File: config.mk
export PLATFORM = sky130hd
export DESIGN_NAME = etc_timer
export DESIGN_NICKNAME = d
export VERILOG_FILES = /design/src/core/etc_pkg.sv /design/src/core/etc_timer.sv
export VERILOG_INCLUDE_DIRS = /design/src /design/src/core
export SDC_FILE = /design/constraint.sdc
export NUM_CORES = 1
export LEC_CHECK = 0
export ABC_AREA = 1
export BUFFER_PORTS_ARGS = -buffer_cell sky130_fd_sc_hd__buf_4
export CORE_AREA = 10 10 108 110
export DETAILED_ROUTE_END_ITERATION = 7
export DIE_AREA = 0 0 118 120
export PLACE_DENSITY = 0.73
export SLEW_MARGIN = 20
export SYNTH_ARGS = -nofsm -noshare
export SYNTH_HDL_FRONTEND = slang
export SYNTH_SLANG_ARGS = --single-unit
File: constraint.sdc
create_clock -name ref_clk_i -period 2.5 [get_ports ref_clk_i]
set_input_delay 0.5 -clock ref_clk_i [delete_from_list [all_inputs] [get_ports ref_clk_i]]
set_output_delay 0.5 -clock ref_clk_i [all_outputs]
set_load 0.005 [all_outputs]
File: src/core/etc_defs.svh
// Constants for the eight-bit timer compare unit
`ifndef ETC_DEFS_SVH
`define ETC_DEFS_SVH
`define ETC_AW 5
`define ETC_A_CTRL 5'h00
`define ETC_A_COUNT 5'h04
`define ETC_A_COMP 5'h08
`define ETC_A_FLAGS 5'h0C
`define ETC_A_MASK 5'h10
`define ETC_A_PIN 5'h14
`define ETC_F_CS 2:0
`define ETC_F_WGM 4:3
`define ETC_F_COM 6:5
`define ETC_B_FOC 7
`define ETC_B_OVF 0
`define ETC_B_CMP 1
`define ETC_B_DIR 0
`define ETC_B_PORT 1
`define ETC_MAX 8'hFF
`define ETC_BOT 8'h00
`define ETC_ONE 8'h01
`define ETC_PRE_W 10
`define ETC_COM_OFF 2'h0
`define ETC_COM_TGL 2'h1
`define ETC_COM_CLR 2'h2
`define ETC_COM_SET 2'h3
`define ETC_OKAY 2'h0
`define ETC_SLVERR 2'h2
`endif

File: src/core/etc_pkg.sv
// Types for the eight-bit timer compare unit
package etc_pkg;
  // Waveform modes, code as in the control field
  typedef enum logic [1:0] {
    ETC_NORMAL = 2'b00,
    ETC_PHASE = 2'b01,
    ETC_CTC = 2'b10,
    ETC_FAST = 2'b11
  } etc_wgm_t;
  // Timer clock sources
  typedef enum logic [2:0] {
    ETC_STOP = 3'b000,
    ETC_DIV1 = 3'b001,
    ETC_DIV8 = 3'b010,
    ETC_DIV64 = 3'b011,
    ETC_DIV256 = 3'b100,
    ETC_DIV1024 = 3'b101,
    ETC_EXT_FALL = 3'b110,
    ETC_EXT_RISE = 3'b111
  } etc_cs_t;
endpackage : etc_pkg

File: src/core/etc_timer.sv
// Eight-bit timer with compare unit behind an AXI4-Lite slave
//
// The implementer's own choices: the placing of the registers and the AXI4-Lite register port.
`timescale 1ns/10ps
`default_nettype none
`include "etc_defs.svh"
module etc_timer
  import etc_pkg::*;
(
  // Clock and reset
  input wire logic ref_clk_i,
  input wire logic rst_i,
  // AXI4-Lite write address
  input wire logic [`ETC_AW-1:0] s_axi_awaddr_i,
  input wire logic s_axi_awvalid_i,
  output logic s_axi_awready_o,
  // AXI4-Lite write data
  input wire logic [31:0] s_axi_wdata_i,
  input wire logic [3:0] s_axi_wstrb_i,
  input wire logic s_axi_wvalid_i,
  output logic s_axi_wready_o,
  // AXI4-Lite write response
  output logic [1:0] s_axi_bresp_o,
  output logic s_axi_bvalid_o,
  input wire logic s_axi_bready_i,
  // AXI4-Lite read address
  input wire logic [`ETC_AW-1:0] s_axi_araddr_i,
  input wire logic s_axi_arvalid_i,
  output logic s_axi_arready_o,
  // AXI4-Lite read data
  output logic [31:0] s_axi_rdata_o,
  output logic [1:0] s_axi_rresp_o,
  output logic s_axi_rvalid_o,
  input wire logic s_axi_rready_i,
  // External count pin
  input wire logic ext_clk_i,
  // Waveform pin
  output logic oc_pin_o,
  output logic oc_pin_oe_o,
  // Interrupt handshake with the cpu
  input wire logic global_int_en_i,
  input wire logic cmp_irq_ack_i,
  input wire logic ovf_irq_ack_i,
  output logic cmp_irq_o,
  output logic ovf_irq_o
);

  // Address decode shared by read and write
  function automatic logic etc_mapped(input logic [`ETC_AW-1:0] a);
    etc_mapped = (a == `ETC_A_CTRL) || (a == `ETC_A_COUNT) ||
                 (a == `ETC_A_COMP) || (a == `ETC_A_FLAGS) ||
                 (a == `ETC_A_MASK) || (a == `ETC_A_PIN);
  endfunction : etc_mapped

  // Bus holding state
  logic aw_full_reg; // Write address held
  logic aw_full_next;
  logic [`ETC_AW-1:0] aw_addr_reg;
  logic w_full_reg; // Write data held
  logic w_full_next;
  logic [7:0] w_data_reg; // Only low byte matters
  logic w_lane_reg; // Byte lane 0 enabled
  logic awready_reg;
  logic wready_reg;
  logic bvalid_reg;
  logic [1:0] bresp_reg;
  logic arready_reg;
  logic rvalid_reg;
  logic [1:0] rresp_reg;
  logic [31:0] rdata_reg;
  logic wr_go; // Both halves present
  logic wr_en; // Mapped write with lane 0

  // Software visible state
  logic [2:0] cs_reg; // Clock select field
  etc_wgm_t wgm_reg; // Waveform mode field
  logic [1:0] com_reg; // Compare output mode bits
  logic [7:0] cnt_reg; // Count value
  logic [7:0] ocr_reg; // Active compare value
  logic [7:0] buf_reg; // Compare buffer
  logic ovf_reg; // Overflow flag
  logic cmp_reg; // Compare match flag
  logic ovf_mask_reg;
  logic cmp_mask_reg;
  logic pin_dir_reg; // Waveform pin direction bit
  logic port_val_reg; // Plain port output value

  // Timer core state
  logic [`ETC_PRE_W-1:0] pre_reg; // Free-running prescaler
  logic ext_s1_reg; // Synchroniser first stage
  logic ext_s2_reg; // Synchroniser second stage
  logic ext_d_reg; // Edge detect history
  logic dir_up_reg; // Phase correct direction
  logic blk_reg; // Match block after count write
  logic oc_reg; // Internal waveform output
  logic oc_next;
  logic cmp_irq_reg;
  logic ovf_irq_reg;
  logic oc_pin_reg;
  logic oc_oe_reg;

  // Decoded strobes and conditions
  logic tick; // Timer clock pulse
  logic is_pwm;
  logic wr_ctrl;
  logic wr_cnt;
  logic wr_comp;
  logic wr_flags;
  logic cmp_eq; // Raw comparator
  logic match_hit; // Effective match this tick
  logic is_top;
  logic is_bot;
  logic ovf_set;
  logic force_cmp;
  logic [7:0] cnt_step;
  logic [1:0] com_eff; // Output mode in force this cycle
  etc_wgm_t wgm_eff; // Waveform mode in force this cycle

  // Outputs straight from flops
  assign s_axi_awready_o = awready_reg;
  assign s_axi_wready_o = wready_reg;
  assign s_axi_bvalid_o = bvalid_reg;
  assign s_axi_bresp_o = bresp_reg;
  assign s_axi_arready_o = arready_reg;
  assign s_axi_rvalid_o = rvalid_reg;
  assign s_axi_rresp_o = rresp_reg;
  assign s_axi_rdata_o = rdata_reg;
  assign oc_pin_o = oc_pin_reg;
  assign oc_pin_oe_o = oc_oe_reg;
  assign cmp_irq_o = cmp_irq_reg;
  assign ovf_irq_o = ovf_irq_reg;

  // Write channel bookkeeping
  assign wr_go = aw_full_reg && w_full_reg && !bvalid_reg;
  assign wr_en = wr_go && w_lane_reg && etc_mapped(aw_addr_reg);
  assign wr_ctrl = wr_en && (aw_addr_reg == `ETC_A_CTRL);
  assign wr_cnt = wr_en && (aw_addr_reg == `ETC_A_COUNT);
  assign wr_comp = wr_en && (aw_addr_reg == `ETC_A_COMP);
  assign wr_flags = wr_en && (aw_addr_reg == `ETC_A_FLAGS);

  // Next fill state of both write halves
  always_comb
  begin
    aw_full_next = aw_full_reg;
    w_full_next = w_full_reg;
    if (wr_go)
    begin
      aw_full_next = 1'b0;
      w_full_next = 1'b0;
    end
    else
    begin
      if (s_axi_awvalid_i && awready_reg)
        aw_full_next = 1'b1;
      if (s_axi_wvalid_i && wready_reg)
        w_full_next = 1'b1;
    end
  end

  // Address and data may arrive in either order
  always_ff @(posedge ref_clk_i)
  begin
    if (rst_i)
    begin
      aw_full_reg <= 1'b0;
      w_full_reg <= 1'b0;
      awready_reg <= 1'b0;
      wready_reg <= 1'b0;
      aw_addr_reg <= `ETC_A_CTRL;
      w_data_reg <= `ETC_BOT;
      w_lane_reg <= 1'b0;
    end
    else
    begin
      aw_full_reg <= aw_full_next;
      w_full_reg <= w_full_next;
      awready_reg <= !aw_full_next;
      wready_reg <= !w_full_next;
      if (s_axi_awvalid_i && awready_reg)
        aw_addr_reg <= s_axi_awaddr_i;
      if (s_axi_wvalid_i && wready_reg)
      begin
        w_data_reg <= s_axi_wdata_i[7:0];
        w_lane_reg <= s_axi_wstrb_i[0];
      end
    end
  end

  // Write response, error for unmapped offsets
  always_ff @(posedge ref_clk_i)
  begin
    if (rst_i)
    begin
      bvalid_reg <= 1'b0;
      bresp_reg <= `ETC_OKAY;
    end
    else if (wr_go)
    begin
      bvalid_reg <= 1'b1;
      bresp_reg <= etc_mapped(aw_addr_reg) ? `ETC_OKAY : `ETC_SLVERR;
    end
    else if (s_axi_bready_i)
      bvalid_reg <= 1'b0;
  end

  // Read path, one access in flight
  always_ff @(posedge ref_clk_i)
  begin
    if (rst_i)
    begin
      arready_reg <= 1'b0;
      rvalid_reg <= 1'b0;
      rresp_reg <= `ETC_OKAY;
      rdata_reg <= 32'h0000_0000;
    end
    else if (s_axi_arvalid_i && arready_reg)
    begin
      arready_reg <= 1'b0;
      rvalid_reg <= 1'b1;
      rresp_reg <= etc_mapped(s_axi_araddr_i) ? `ETC_OKAY : `ETC_SLVERR;
      rdata_reg <= 32'h0000_0000;
      case (s_axi_araddr_i)
        // Force strobe always reads zero
        `ETC_A_CTRL: rdata_reg[6:0] <= {com_reg, wgm_reg, cs_reg};
        `ETC_A_COUNT: rdata_reg[7:0] <= cnt_reg;
        `ETC_A_COMP: rdata_reg[7:0] <= is_pwm ? buf_reg : ocr_reg;
        `ETC_A_FLAGS: rdata_reg[1:0] <= {cmp_reg, ovf_reg};
        `ETC_A_MASK: rdata_reg[1:0] <= {cmp_mask_reg, ovf_mask_reg};
        `ETC_A_PIN: rdata_reg[1:0] <= {port_val_reg, pin_dir_reg};
        default: rdata_reg <= 32'h0000_0000;
      endcase
    end
    else if (rvalid_reg && s_axi_rready_i)
    begin
      rvalid_reg <= 1'b0;
      arready_reg <= 1'b1;
    end
    else if (!rvalid_reg)
      arready_reg <= 1'b1;
  end

  // Control fields; mode change leaves oc_reg alone
  always_ff @(posedge ref_clk_i)
  begin
    if (rst_i)
    begin
      cs_reg <= ETC_STOP;
      wgm_reg <= ETC_NORMAL;
      com_reg <= `ETC_COM_OFF;
    end
    else if (wr_ctrl)
    begin
      cs_reg <= w_data_reg[`ETC_F_CS];
      wgm_reg <= etc_wgm_t'(w_data_reg[`ETC_F_WGM]);
      com_reg <= w_data_reg[`ETC_F_COM];
    end
  end

  // Mask and port registers
  always_ff @(posedge ref_clk_i)
  begin
    if (rst_i)
    begin
      ovf_mask_reg <= 1'b0;
      cmp_mask_reg <= 1'b0;
      pin_dir_reg <= 1'b0;
      port_val_reg <= 1'b0;
    end
    else if (wr_en)
    begin
      if (aw_addr_reg == `ETC_A_MASK)
      begin
        ovf_mask_reg <= w_data_reg[`ETC_B_OVF];
        cmp_mask_reg <= w_data_reg[`ETC_B_CMP];
      end
      if (aw_addr_reg == `ETC_A_PIN)
      begin
        pin_dir_reg <= w_data_reg[`ETC_B_DIR];
        port_val_reg <= w_data_reg[`ETC_B_PORT];
      end
    end
  end

  // External pin passes two flops before the edge detector
  always_ff @(posedge ref_clk_i)
  begin
    if (rst_i)
    begin
      ext_s1_reg <= 1'b0;
      ext_s2_reg <= 1'b0;
      ext_d_reg <= 1'b0;
    end
    else
    begin
      ext_s1_reg <= ext_clk_i;
      ext_s2_reg <= ext_s1_reg;
      ext_d_reg <= ext_s2_reg;
    end
  end

  // Prescaler runs free, so first count may come early
  always_ff @(posedge ref_clk_i)
  begin
    if (rst_i)
      pre_reg <= '0;
    else
      pre_reg <= pre_reg + 1'b1;
  end

  // Timer clock pulse
  always_comb
  begin
    case (etc_cs_t'(cs_reg))
      ETC_STOP: tick = 1'b0;
      ETC_DIV1: tick = 1'b1;
      ETC_DIV8: tick = &pre_reg[2:0];
      ETC_DIV64: tick = &pre_reg[5:0];
      ETC_DIV256: tick = &pre_reg[7:0];
      ETC_DIV1024: tick = &pre_reg[9:0];
      ETC_EXT_FALL: tick = ext_d_reg && !ext_s2_reg;
      ETC_EXT_RISE: tick = !ext_d_reg && ext_s2_reg;
      default: tick = 1'b0;
    endcase
  end

  // Comparator and extremes
  assign is_pwm = (wgm_reg == ETC_PHASE) || (wgm_reg == ETC_FAST);
  assign cmp_eq = (cnt_reg == ocr_reg);
  assign match_hit = tick && cmp_eq && !blk_reg;
  assign is_top = (cnt_reg == `ETC_MAX);
  assign is_bot = (cnt_reg == `ETC_BOT);
  // A control write's own fields govern its strobe, not the stale ones
  assign com_eff = wr_ctrl ? w_data_reg[`ETC_F_COM] : com_reg;
  assign wgm_eff = wr_ctrl ? etc_wgm_t'(w_data_reg[`ETC_F_WGM]) : wgm_reg;
  assign force_cmp = wr_ctrl && w_data_reg[`ETC_B_FOC] &&
                     (wgm_eff == ETC_NORMAL || wgm_eff == ETC_CTC);

  // Next count; output mode bits play no part
  always_comb
  begin
    case (wgm_reg)
      ETC_NORMAL: cnt_step = cnt_reg + `ETC_ONE;
      ETC_CTC: cnt_step = cmp_eq ? `ETC_BOT : cnt_reg + `ETC_ONE;
      ETC_FAST: cnt_step = cnt_reg + `ETC_ONE;
      ETC_PHASE:
      begin
        if (dir_up_reg)
          cnt_step = is_top ? cnt_reg - `ETC_ONE : cnt_reg + `ETC_ONE;
        else
          cnt_step = is_bot ? cnt_reg + `ETC_ONE : cnt_reg - `ETC_ONE;
      end
      default: cnt_step = cnt_reg;
    endcase
  end

  // Counter register
  always_ff @(posedge ref_clk_i)
  begin
    if (rst_i)
      cnt_reg <= `ETC_BOT;
    else if (wr_cnt)
      cnt_reg <= w_data_reg;
    else if (tick)
      cnt_reg <= cnt_step;
  end

  // Count direction, only meaningful in phase correct
  always_ff @(posedge ref_clk_i)
  begin
    if (rst_i)
      dir_up_reg <= 1'b1;
    else if (wgm_reg != ETC_PHASE)
      dir_up_reg <= 1'b1;
    else if (tick && is_top)
      dir_up_reg <= 1'b0;
    else if (tick && is_bot)
      dir_up_reg <= 1'b1;
  end

  // Block flag lives until the next tick, even when stopped
  always_ff @(posedge ref_clk_i)
  begin
    if (rst_i)
      blk_reg <= 1'b0;
    else if (wr_cnt)
      blk_reg <= 1'b1;
    else if (tick)
      blk_reg <= 1'b0;
  end

  // Compare value and its buffer
  always_ff @(posedge ref_clk_i)
  begin
    if (rst_i)
    begin
      ocr_reg <= `ETC_BOT;
      buf_reg <= `ETC_BOT;
    end
    else
    begin
      if (wr_comp && is_pwm)
        buf_reg <= w_data_reg;
      if (wr_comp && !is_pwm)
        ocr_reg <= w_data_reg;
      else if (is_pwm && tick && is_top)
        ocr_reg <= buf_reg;
    end
  end

  // Overflow condition per mode
  always_comb
  begin
    if (wgm_reg == ETC_PHASE)
      ovf_set = tick && is_bot && !dir_up_reg;
    else
      ovf_set = tick && is_top;
  end

  // Flags; a set in the same cycle beats any clear
  always_ff @(posedge ref_clk_i)
  begin
    if (rst_i)
    begin
      ovf_reg <= 1'b0;
      cmp_reg <= 1'b0;
    end
    else
    begin
      ovf_reg <= ovf_set || (ovf_reg && !ovf_irq_ack_i &&
                 !(wr_flags && w_data_reg[`ETC_B_OVF]));
      cmp_reg <= match_hit || (cmp_reg && !cmp_irq_ack_i &&
                 !(wr_flags && w_data_reg[`ETC_B_CMP]));
    end
  end

  // Waveform output next value
  always_comb
  begin
    oc_next = oc_reg;
    if (com_eff != `ETC_COM_OFF)
    begin
      case (wgm_eff)
        ETC_NORMAL, ETC_CTC:
        begin
          if (match_hit || force_cmp)
          begin
            case (com_eff)
              `ETC_COM_TGL: oc_next = !oc_reg;
              `ETC_COM_CLR: oc_next = 1'b0;
              `ETC_COM_SET: oc_next = 1'b1;
              default: oc_next = oc_reg;
            endcase
          end
        end
        ETC_FAST:
        begin
          if (match_hit)
            oc_next = (com_eff == `ETC_COM_TGL) ? !oc_reg :
                      (com_eff == `ETC_COM_SET);
          // Bottom action wins so compare at max gives a flat level
          if (tick && is_top && com_eff != `ETC_COM_TGL)
            oc_next = (com_eff == `ETC_COM_CLR);
        end
        ETC_PHASE:
        begin
          if (match_hit && com_eff != `ETC_COM_TGL)
            oc_next = dir_up_reg ^ (com_eff == `ETC_COM_CLR);
        end
        default: oc_next = oc_reg;
      endcase
    end
  end

  // Waveform output register
  always_ff @(posedge ref_clk_i)
  begin
    if (rst_i)
      oc_reg <= 1'b0;
    else
      oc_reg <= oc_next;
  end

  // Pin drive; direction stays with the direction bit
  always_ff @(posedge ref_clk_i)
  begin
    if (rst_i)
    begin
      oc_pin_reg <= 1'b0;
      oc_oe_reg <= 1'b0;
    end
    else
    begin
      oc_pin_reg <= (com_reg != `ETC_COM_OFF) ? oc_reg : port_val_reg;
      oc_oe_reg <= pin_dir_reg;
    end
  end

  // Interrupt requests, one cycle behind the flags
  always_ff @(posedge ref_clk_i)
  begin
    if (rst_i)
    begin
      cmp_irq_reg <= 1'b0;
      ovf_irq_reg <= 1'b0;
    end
    else
    begin
      cmp_irq_reg <= cmp_reg && cmp_mask_reg && global_int_en_i &&
                     !cmp_irq_ack_i;
      ovf_irq_reg <= ovf_reg && ovf_mask_reg && global_int_en_i &&
                     !ovf_irq_ack_i;
    end
  end

endmodule : etc_timer
`default_nettype wire

==> impl_metrics.ini, run 1 <==
[routing]
wl_mm = 12.6
dr_total_vias = 4499
initialDrtViolationCount = 443
drtPass1Iterations = 5
ant_nets = 0
route.detailed.drc = 0
viasPerCell = 5.15
routedWlPerCell_microns = 14.4

[clocking]
cts_setup_buffers = 0
cts_tree = built
worst_setup_hold_path_clk_slew_ps = 90
cts.sinks = 88
insertion_delay_ps = 370
post_cts_resized = 0
cts-root-buf = clkbuf_8
hold_buffers = 0
clockBufferDepth = 2
h-tree-depth = 3
numCtsBuffers = 9

[sta]
grt_setup_unrepaired = false
setup_viol = 0
clock_skew_ps = 14.9
tightest_slew_ps = 618
fmax_mhz = 453
min_period_over_period_pct = 88.3
fin_tns_setup_ps = 0
hold_viol_final = 0
relSlewSlack_pct = 58.7
drv_slew = 0
period_minus_slack_ps = 2210

[logic_synthesis]
synth-seq-cells = 88
async_flop_share_pct = 0
yosys_warnings = 0
netlist.area_leader.share_pct = 37.7
synth.distinct_cells = 37
ys.flop_type = dfxtp_1
syn_area_sq_um = 4670
syn_inst = 686
synth-edff-count = 0
synthTopCellsByArea = dfxtp_1 (38%), nand2_1 (12%), o21ai_0 (7.7%)
ys_seq_area_share_pct = 37.7
yosysTopAreaCell = dfxtp_1
avgSynthCellArea_sq_um = 6.81

[setup_path]
start_kind = flop
worst-path-max-fanout = 15
crit_start = wgm_reg[1]
critical_path_arrival_ps = 2450
critPathCaptureType = flop
r2r_start = wgm_reg[1]
reg2reg_slack_ps = 290
criticalPathCategory = flop to flop
cp.required_ps = 2750

[placed_design]
dp_hpwl_mm = 9.79
gp_congestion = 0.939
io_buffers = 48

[floorplan]
io_pins = 102
initial_core_util_pct = 48.9
dieArea_sq_um = 14200
die_w_microns = 118
die-height_microns = 120
fp-row-count = 36
core-area_sq_um = 9550

[power]
peakVddDrop_v = 0.000460
p_per_area_nw_per_um2 = 496
leakage_nw = 2.38
p_total_mw = 2.63

[final_layout]
largest_reg_flops = 10
final.fill_count = 945
fin_nets = 801
syn_to_final_growth_pct = 13.3
antenna_cells = 0
drive_above_1_share_pct = 11.2

[job]
drv_cap = 0

[global_routing]
grtUsageTotal_pct = 17.4
grt_pass1_wl_mm = 20.4
antenna_found_initial = 0
grt_max_degree = 39
overflow = 0
grt_pass1_vias = 4178

[outcome]
status = finished clean

[hold_path]
min_from = ext_clk_i
hold_class = input pin to flop
==> power by group <==
| part | internal (mW) | switching [mW] |
|---|---|---|
| logic | 0.0800 | 0.128 |
| registers | 1.44 | 0.0311 |
| clock network | 0.421 | 0.529 |
| total | 1.94 | 0.688 |
==> worst paths after layout <==
path / end / depth (start not counted)
worst max register to register: s_axi_rdata_o[5] / 11
worst max-delay path: s_axi_rdata_o[5] / 11
worst min register to register: ext_s2_reg / 2
worst min-delay path: ext_s1_reg / 3
==> layer usage <==
layer	vias to the layer above	share of wire [%]	GRT usage (%)
li1	2293	-	-
met1	2013	44	21.6
met2	166	47	28.7
met3	27	6.7	4.13
met4	0	1.9	6.96
met5	-	0	0
==> cells by family (layout without fill, tap and decap cells) <==
logic type	Yosys count	after routing	synth area share, %
adder cells (fa/ha/maj)	8	8	2.14
flip-flops	88	88	37.7
AND/OR/NAND/NOR	274	274	24.6
AO/OA/AOI/OAI	171	171	20.7
buffers and inverters	136	166	13.3
XOR/XNOR	8	8	1.50
other	1	26	0.0802
==> synthesized netlist by cell type, drive strengths merged (2+ instances only) <==
master and count:
ha 8, nor4 2, buf 32, nor3 11, o211ai 3, a31oi 14
nor2 76, nand3 28, nand2 148, o221ai 8, clkbuf 12, o21ai 73
inv 92, o21a 8, xor2 7, nand4 8, a21oi 52, o22ai 8
dfxtp 88
==> cell usage in the layout (no fill, tap or decap), drive strengths merged, types with 3 or more instances in the layout <==
| cell type | Yosys | final |
|---|---|---|
| o21a | 8 | 8 |
| o211ai | 3 | 3 |
| clkinv | 0 | 3 |
| a21oi | 52 | 52 |
| nand3 | 28 | 28 |
| nor3 | 11 | 11 |
| o221ai | 8 | 8 |
| clkbuf | 12 | 11 |
| o21ai | 73 | 73 |
| nand4 | 8 | 8 |
| o22ai | 8 | 8 |
| xor2 | 7 | 7 |
| conb | 1 | 26 |
| a31oi | 14 | 14 |
| nor2 | 76 | 76 |
| ha | 8 | 8 |
| buf | 32 | 58 |
| dfxtp | 88 | 88 |
| inv | 92 | 93 |
| nand2 | 148 | 148 |
==> cell type report <==
cell class                 instances  area (sq um)  share of cell area [%]
timing repair buffer              58           448                    8.46
inverter                          92           345                    6.52
multi-input combinational        487          2380                    45.0
clock inverter                     5          38.8                   0.733
sequential                        88          1760                    33.3
clock buffer                      11           151                    2.86
tap                              133           166                    3.14
==> worst max-delay path, stage by stage, from the launching register on <==
cell      delay [ps]
dfxtp_1          410
inv_1             90
ha_1             270
nor2_1           210
inv_1            240
buf_4            240
nand2_1          100
o21ai_0          100
nand2_1           90
o221ai_1         150
nand2_1          110
a21oi_1           60
==> metrics by stage <==
| step | worst slack [ps] | util (%) | std cells | instance area, sq um | hold WS [ps] |
|---|---|---|---|---|---|
| 2_1_floorplan | 572 | - | 711 | 4770 | 388 |
| 3_3_place_gp | 314 | 53.5 | 858 | 5100 | 399 |
| 3_5_place_dp | 298 | 53.5 | 858 | 5100 | 397 |
| 4_1_cts | 271 | 55.5 | 874 | 5300 | 328 |
| 5_1_grt | 37.8 | 55.5 | 874 | 5300 | 336 |
| 6_report | 293 | 55.5 | 874 | 5300 | 337 |
Note: power is estimated with default switching activity, not from simulation.
==> run 2: changes to the inputs <==
--- a/config.mk
+++ b/config.mk
@@ -8,10 +8,9 @@
 export LEC_CHECK = 0
 export ABC_AREA = 1
 export BUFFER_PORTS_ARGS = -buffer_cell sky130_fd_sc_hd__buf_4
-export CORE_AREA = 10 10 108 110
+export CORE_AREA = 10 10 154 156
 export DETAILED_ROUTE_END_ITERATION = 7
-export DIE_AREA = 0 0 118 120
-export PLACE_DENSITY = 0.73
+export DIE_AREA = 0 0 164 166
 export SLEW_MARGIN = 20
 export SYNTH_ARGS = -nofsm -noshare
 export SYNTH_HDL_FRONTEND = slang
==> impl_metrics.ini, run 2 (synthesis results as in run 1) <==
[outcome]
status = finished clean

[global_routing]
grt_pass1_wl_mm = 21.9
grt_pass1_vias = 4309
grt_max_degree = 39
antenna_found_initial = 0
grtUsageTotal_pct = 9.79
overflow = 0

[power]
power_frac_clock_pct = 49.4
power_switching_uw = 717
leakage_nw = 2.46
p_per_area_nw_per_um2 = 587
internal_power_mw = 2.60
swShare_pct = 21.6
p_comb_share_pct = 6.4
peakVddDrop_v = 0.000332
p_total_mw = 3.31
pwr-share-seq_pct = 44.3

[routing]
dr_total_vias = 4482
drt-met1-wl_mm = 6.45
top_layer_used = met4
drtPass1Iterations = 5
wl_met2_mm = 5.85
routed-wl-met3_microns = 960
routedWlPerCell_microns = 13.2
initialDrtViolationCount = 319
viasPerCell = 4.40
ant_nets = 0
wl_mm = 13.4
route.detailed.drc = 0

[floorplan]
dieArea_sq_um = 27200
initial_core_util_pct = 22.6
io_pins = 102
die-height_microns = 166
core-area_sq_um = 20700
fp-row-count = 53
die_w_microns = 164

[placed_design]
gp_congestion = 0.911
dp_hpwl_mm = 10.2
io_buffers = 48

[clocking]
worst_setup_hold_path_clk_slew_ps = 60
h-tree-depth = 3
insertion_delay_ps = 340
cts-root-buf = clkbuf_16
clockBufferDepth = 2
cts_setup_buffers = 0
cts_tree = built
numCtsBuffers = 9
cts.sinks = 88

[sta]
drv_slew = 0
hold_viol_final = 0
clock_skew_ps = 7.02
setup_viol = 0
grt_setup_unrepaired = false
whs_ps = 366
min_period_over_period_pct = 84.8
fmax_mhz = 472
relSlewSlack_pct = 65.7
tightest_slew_ps = 514
fin_tns_setup_ps = 0
period_minus_slack_ps = 2120

[setup_path]
crit_buf_inv = 3
critPathCaptureType = flop
cpPeakStageDelay_ps = 400
crit_chain = inv_1 > ha_1 > nor2_1 > inv_1 > buf_4 > o21ai_0 > nand2_1 > o211ai_1 > nand2_1 > a21oi_1
cp_top_family = compound AO/OA/AOI/OAI gates
criticalPathCategory = flop to flop
start_kind = flop
critical_path_arrival_ps = 2390
critical_path.slowest_cell = dfxtp_1
worst-path-max-fanout = 22
cp.required_ps = 2770

[final_layout]
syn_to_final_growth_pct = 20.9
final_cell_mix = nand2_1 (145), inv_1 (91), dfxtp_1 (88), nor2_1 (74), o21ai_0 (72)
fin_nets = 803
drive_above_1_share_pct = 11.3
final_common_cell = nand2_1
final.fill_count = 2317
largest_reg_flops = 10
post-route-util_pct = 27.3
antenna_cells = 0

[job]
drv_cap = 0

[hold_path]
hold_class = input pin to flop
-- run 2: changes by cell type in the layout (fill, tap and decap cells not counted), sizes merged --
cell      before  now
inv           93   92
clkinvlp       1    0
buf           58   60
bufinv         0    4
clkinv         3    1
-- run 2: layout make-up --
class	instances	area [sq um]	share of cell area, %
Multi-Input combinational cell	487	2390	42.2
Sequential cell	88	1760	31.2
Timing Repair Buffer	60	450	7.97
Inverter	92	345	6.11
Tap cell	275	344	6.09
Clock buffer	11	233	4.12
Clock inverter	5	129	2.28
-- run 2: power groups by stage --
stage / sequential [mW] / combinational, mW / clock, mW
after detailed placement: 1.50 / 0.211 / 0
after floorplan: 1.49 / 0.147 / 0
final: 1.47 / 0.211 / 1.64
after CTS: 1.47 / 0.213 / 1.67
after global routing: 1.47 / 0.241 / 1.72
after global placement: 1.50 / 0.209 / 0
-- run 2: worst register-to-register path: stages (launching register included) --
cell	delay, ps
dfxtp_1	400
inv_1	90
ha_1	270
nor2_1	180
inv_1	100
buf_4	220
o21ai_0	360
nand2_1	100
o211ai_1	130
nand2_1	90
a21oi_1	120
-- run 2: worst paths after layout --
kind | startpoint | end | slack, ps | depth (start not counted)
setup / recovery | wgm_reg[1] | s_axi_rdata_o[2] | 380 | 10
hold / removal | ext_clk_i | ext_s1_reg | 370 | 3
setup reg to reg | wgm_reg[1] | s_axi_rdata_o[2] | 380 | 10
hold reg to reg | ext_s1_reg | ext_s2_reg | 410 | 2
-- run 2: what timing repair did --
action                     in CTS  in global routing
hold buffers                    0                  0
setup endpoints to repair       0                  3
gates resized for setup         0                  1
-- run 2: stage by stage --
stage | setup WS (ps) | cell area, sq um | cells
final | 381 | 5650 | 1018
after CTS | 180 | 5650 | 1018
after global routing | 153 | 5650 | 1018
after detailed placement | 203 | 5290 | 1002
after floorplan | 572 | 4770 | 711
after global placement | 240 | 5290 | 1002
-- run 2: per-layer routing --
layer / vias up / track usage [%]
li1: 2301 / -
met1: 2054 / 13.0
met2: 112 / 15.1
met3: 15 / 3.02
met4: 0 / 2.14
met5: - / 0
==> run 3: changes to the inputs <==
==> constraint.sdc (replaced) <==
create_clock -name ref_clk_i -period 2.05 [get_ports ref_clk_i]
set_input_delay 0.41 -clock ref_clk_i [delete_from_list [all_inputs] [get_ports ref_clk_i]]
set_output_delay 0.41 -clock ref_clk_i [all_outputs]
set_load 0.005 [all_outputs]
==> impl_metrics.ini, run 3 (synthesis results as in run 1) <==
[clocking]
clockBufferDepth = 2
cts.sinks = 88
numCtsBuffers = 9
hold_buffers = 0
cts-root-buf = clkbuf_16
cts_tree = built
insertion_delay_ps = 350
h-tree-depth = 3
worst_setup_hold_path_clk_slew_ps = 70

[final_layout]
fin_nets = 833
drive_above_1_share_pct = 17.1
antenna_cells = 0
post-route-util_pct = 28.3
syn_to_final_growth_pct = 25.2
largest_reg_flops = 10
final.fill_count = 2347
post-route-cell-area_sq_um = 5850
stdcell_count = 1048
final_cell_mix = nand2_1 (141), inv_1 (89), buf_4 (88), dfxtp_1 (84), nor2_1 (71)
final_common_cell = nand2_1

[global_routing]
antenna_found_initial = 0
overflow = 0
grt_pass1_vias = 4218
grt_max_degree = 53
grtUsageTotal_pct = 9.93
grt_pass1_wl_mm = 22.1

[routing]
drtPass1Iterations = 5
dr_total_vias = 4582
route.detailed.drc = 0
viasPerCell = 4.37
routedWlPerCell_microns = 13.2
ant_nets = 0
wl_mm = 13.8
initialDrtViolationCount = 434

[floorplan]
io_pins = 102
die-height_microns = 166
dieArea_sq_um = 27200
core-area_sq_um = 20700
initial_core_util_pct = 22.6
fp-row-count = 53
die_w_microns = 164

[sta]
whs_ps = 268
hold_viol_final = 0
fmax_mhz = 530
period_minus_slack_ps = 1890
setup_slack_ps = 163
clock_skew_ps = 7.26
min_period_over_period_pct = 92.1
drv_slew = 0
setup_viol = 0

[setup_path]
worst-path-max-fanout = 20
critPathCaptureType = flop
criticalPathCategory = flop to flop
critical_path_arrival_ps = 2100
start_kind = flop
cp.required_ps = 2260

[placed_design]
placed_area_sq_um = 5510
post-place-ws_ps = 67.8
dp_cells = 1030
dp_hpwl_mm = 10.5
gp_congestion = 0.913
io_buffers = 48

[hold_path]
hold_class = input pin to flop

[power]
peakVddDrop_v = 0.000382
p_per_area_nw_per_um2 = 625
leakage_nw = 2.58

[job]
drv_cap = 0

[outcome]
status = finished clean
[run 3: cell types whose count changed in the layout (fill, tap and decap cells not counted), sizes merged]
cell,before,now
bufinv,4,0
clkbuf,11,9
inv,92,94
clkinv,1,2
clkinvlp,0,3
buf,60,90
[run 3: power breakdown]
part / leakage [nW] / switching (mW) / internal (mW) / total (mW)
Sequential: 0.716 / 0.0325 / 1.75 / 1.79
Combinational: 1.73 / 0.170 / 0.119 / 0.289
Clock: 0.128 / 0.753 / 0.831 / 1.58
Total: 2.58 / 0.956 / 2.70 / 3.66
[run 3: path summary, 6_finish.rpt]
kind                            cells after the start                to  slack, ps       start
worst max-delay path                               11  s_axi_rdata_o[6]        160  wgm_reg[1]
worst min-delay path                                3        ext_s1_reg        270   ext_clk_i
worst max register to register                     11  s_axi_rdata_o[6]        160  wgm_reg[1]
worst min register to register                      2        ext_s2_reg        400  ext_s1_reg
[run 3: through the flow]
stage | power, mW | TNS, ps
finish | 3.66 | 0
global route | 3.81 | -1.56
CTS | 3.69 | 0
detailed placement | 2.10 | 0
global placement | 2.10 | 0
floorplan | 2.00 | 0
[run 3: final cells by class]
cell class              instances  area [sq um]  area share, %
multi-input cells             487          2420           41.4
flip-flops and latches         88          1770           30.2
clock buffers                   9           225           3.85
inverters                      92           345           5.90
well taps                     275           344           5.88
clock inverters                 7          53.8          0.920
repair buffers                 90           692           11.8
[run 3: critical path, cell delays in order (launching register included)]
cell and delay, ps:
dfxtp_2 360, inv_1 70, ha_1 190, nor2_1 150, inv_1 100, buf_4 210, nand2_1 110, o21ai_0 110
nand2_1 80, o221ai_1 200, nand2_1 120, a21oi_1 60
[run 3: routing by layer]
metal | GRT usage, % | wire length, microns | part of all wire [%] | vias to the layer above
li1 | - | - | - | 2363
met1 | 13.8 | 6530 | 47 | 2064
met2 | 14.7 | 5980 | 43 | 145
met3 | 2.85 | 1180 | 8.5 | 10
met4 | 2.41 | 114 | 0.83 | 0
met5 | 0 | 0 | 0 | -
[run 3: repair_timing]
item | 4_1_cts | 5_1_grt
setup endpoints to repair | 0 | 20
gates resized for setup | 0 | 22
setup buffers | 0 | 2
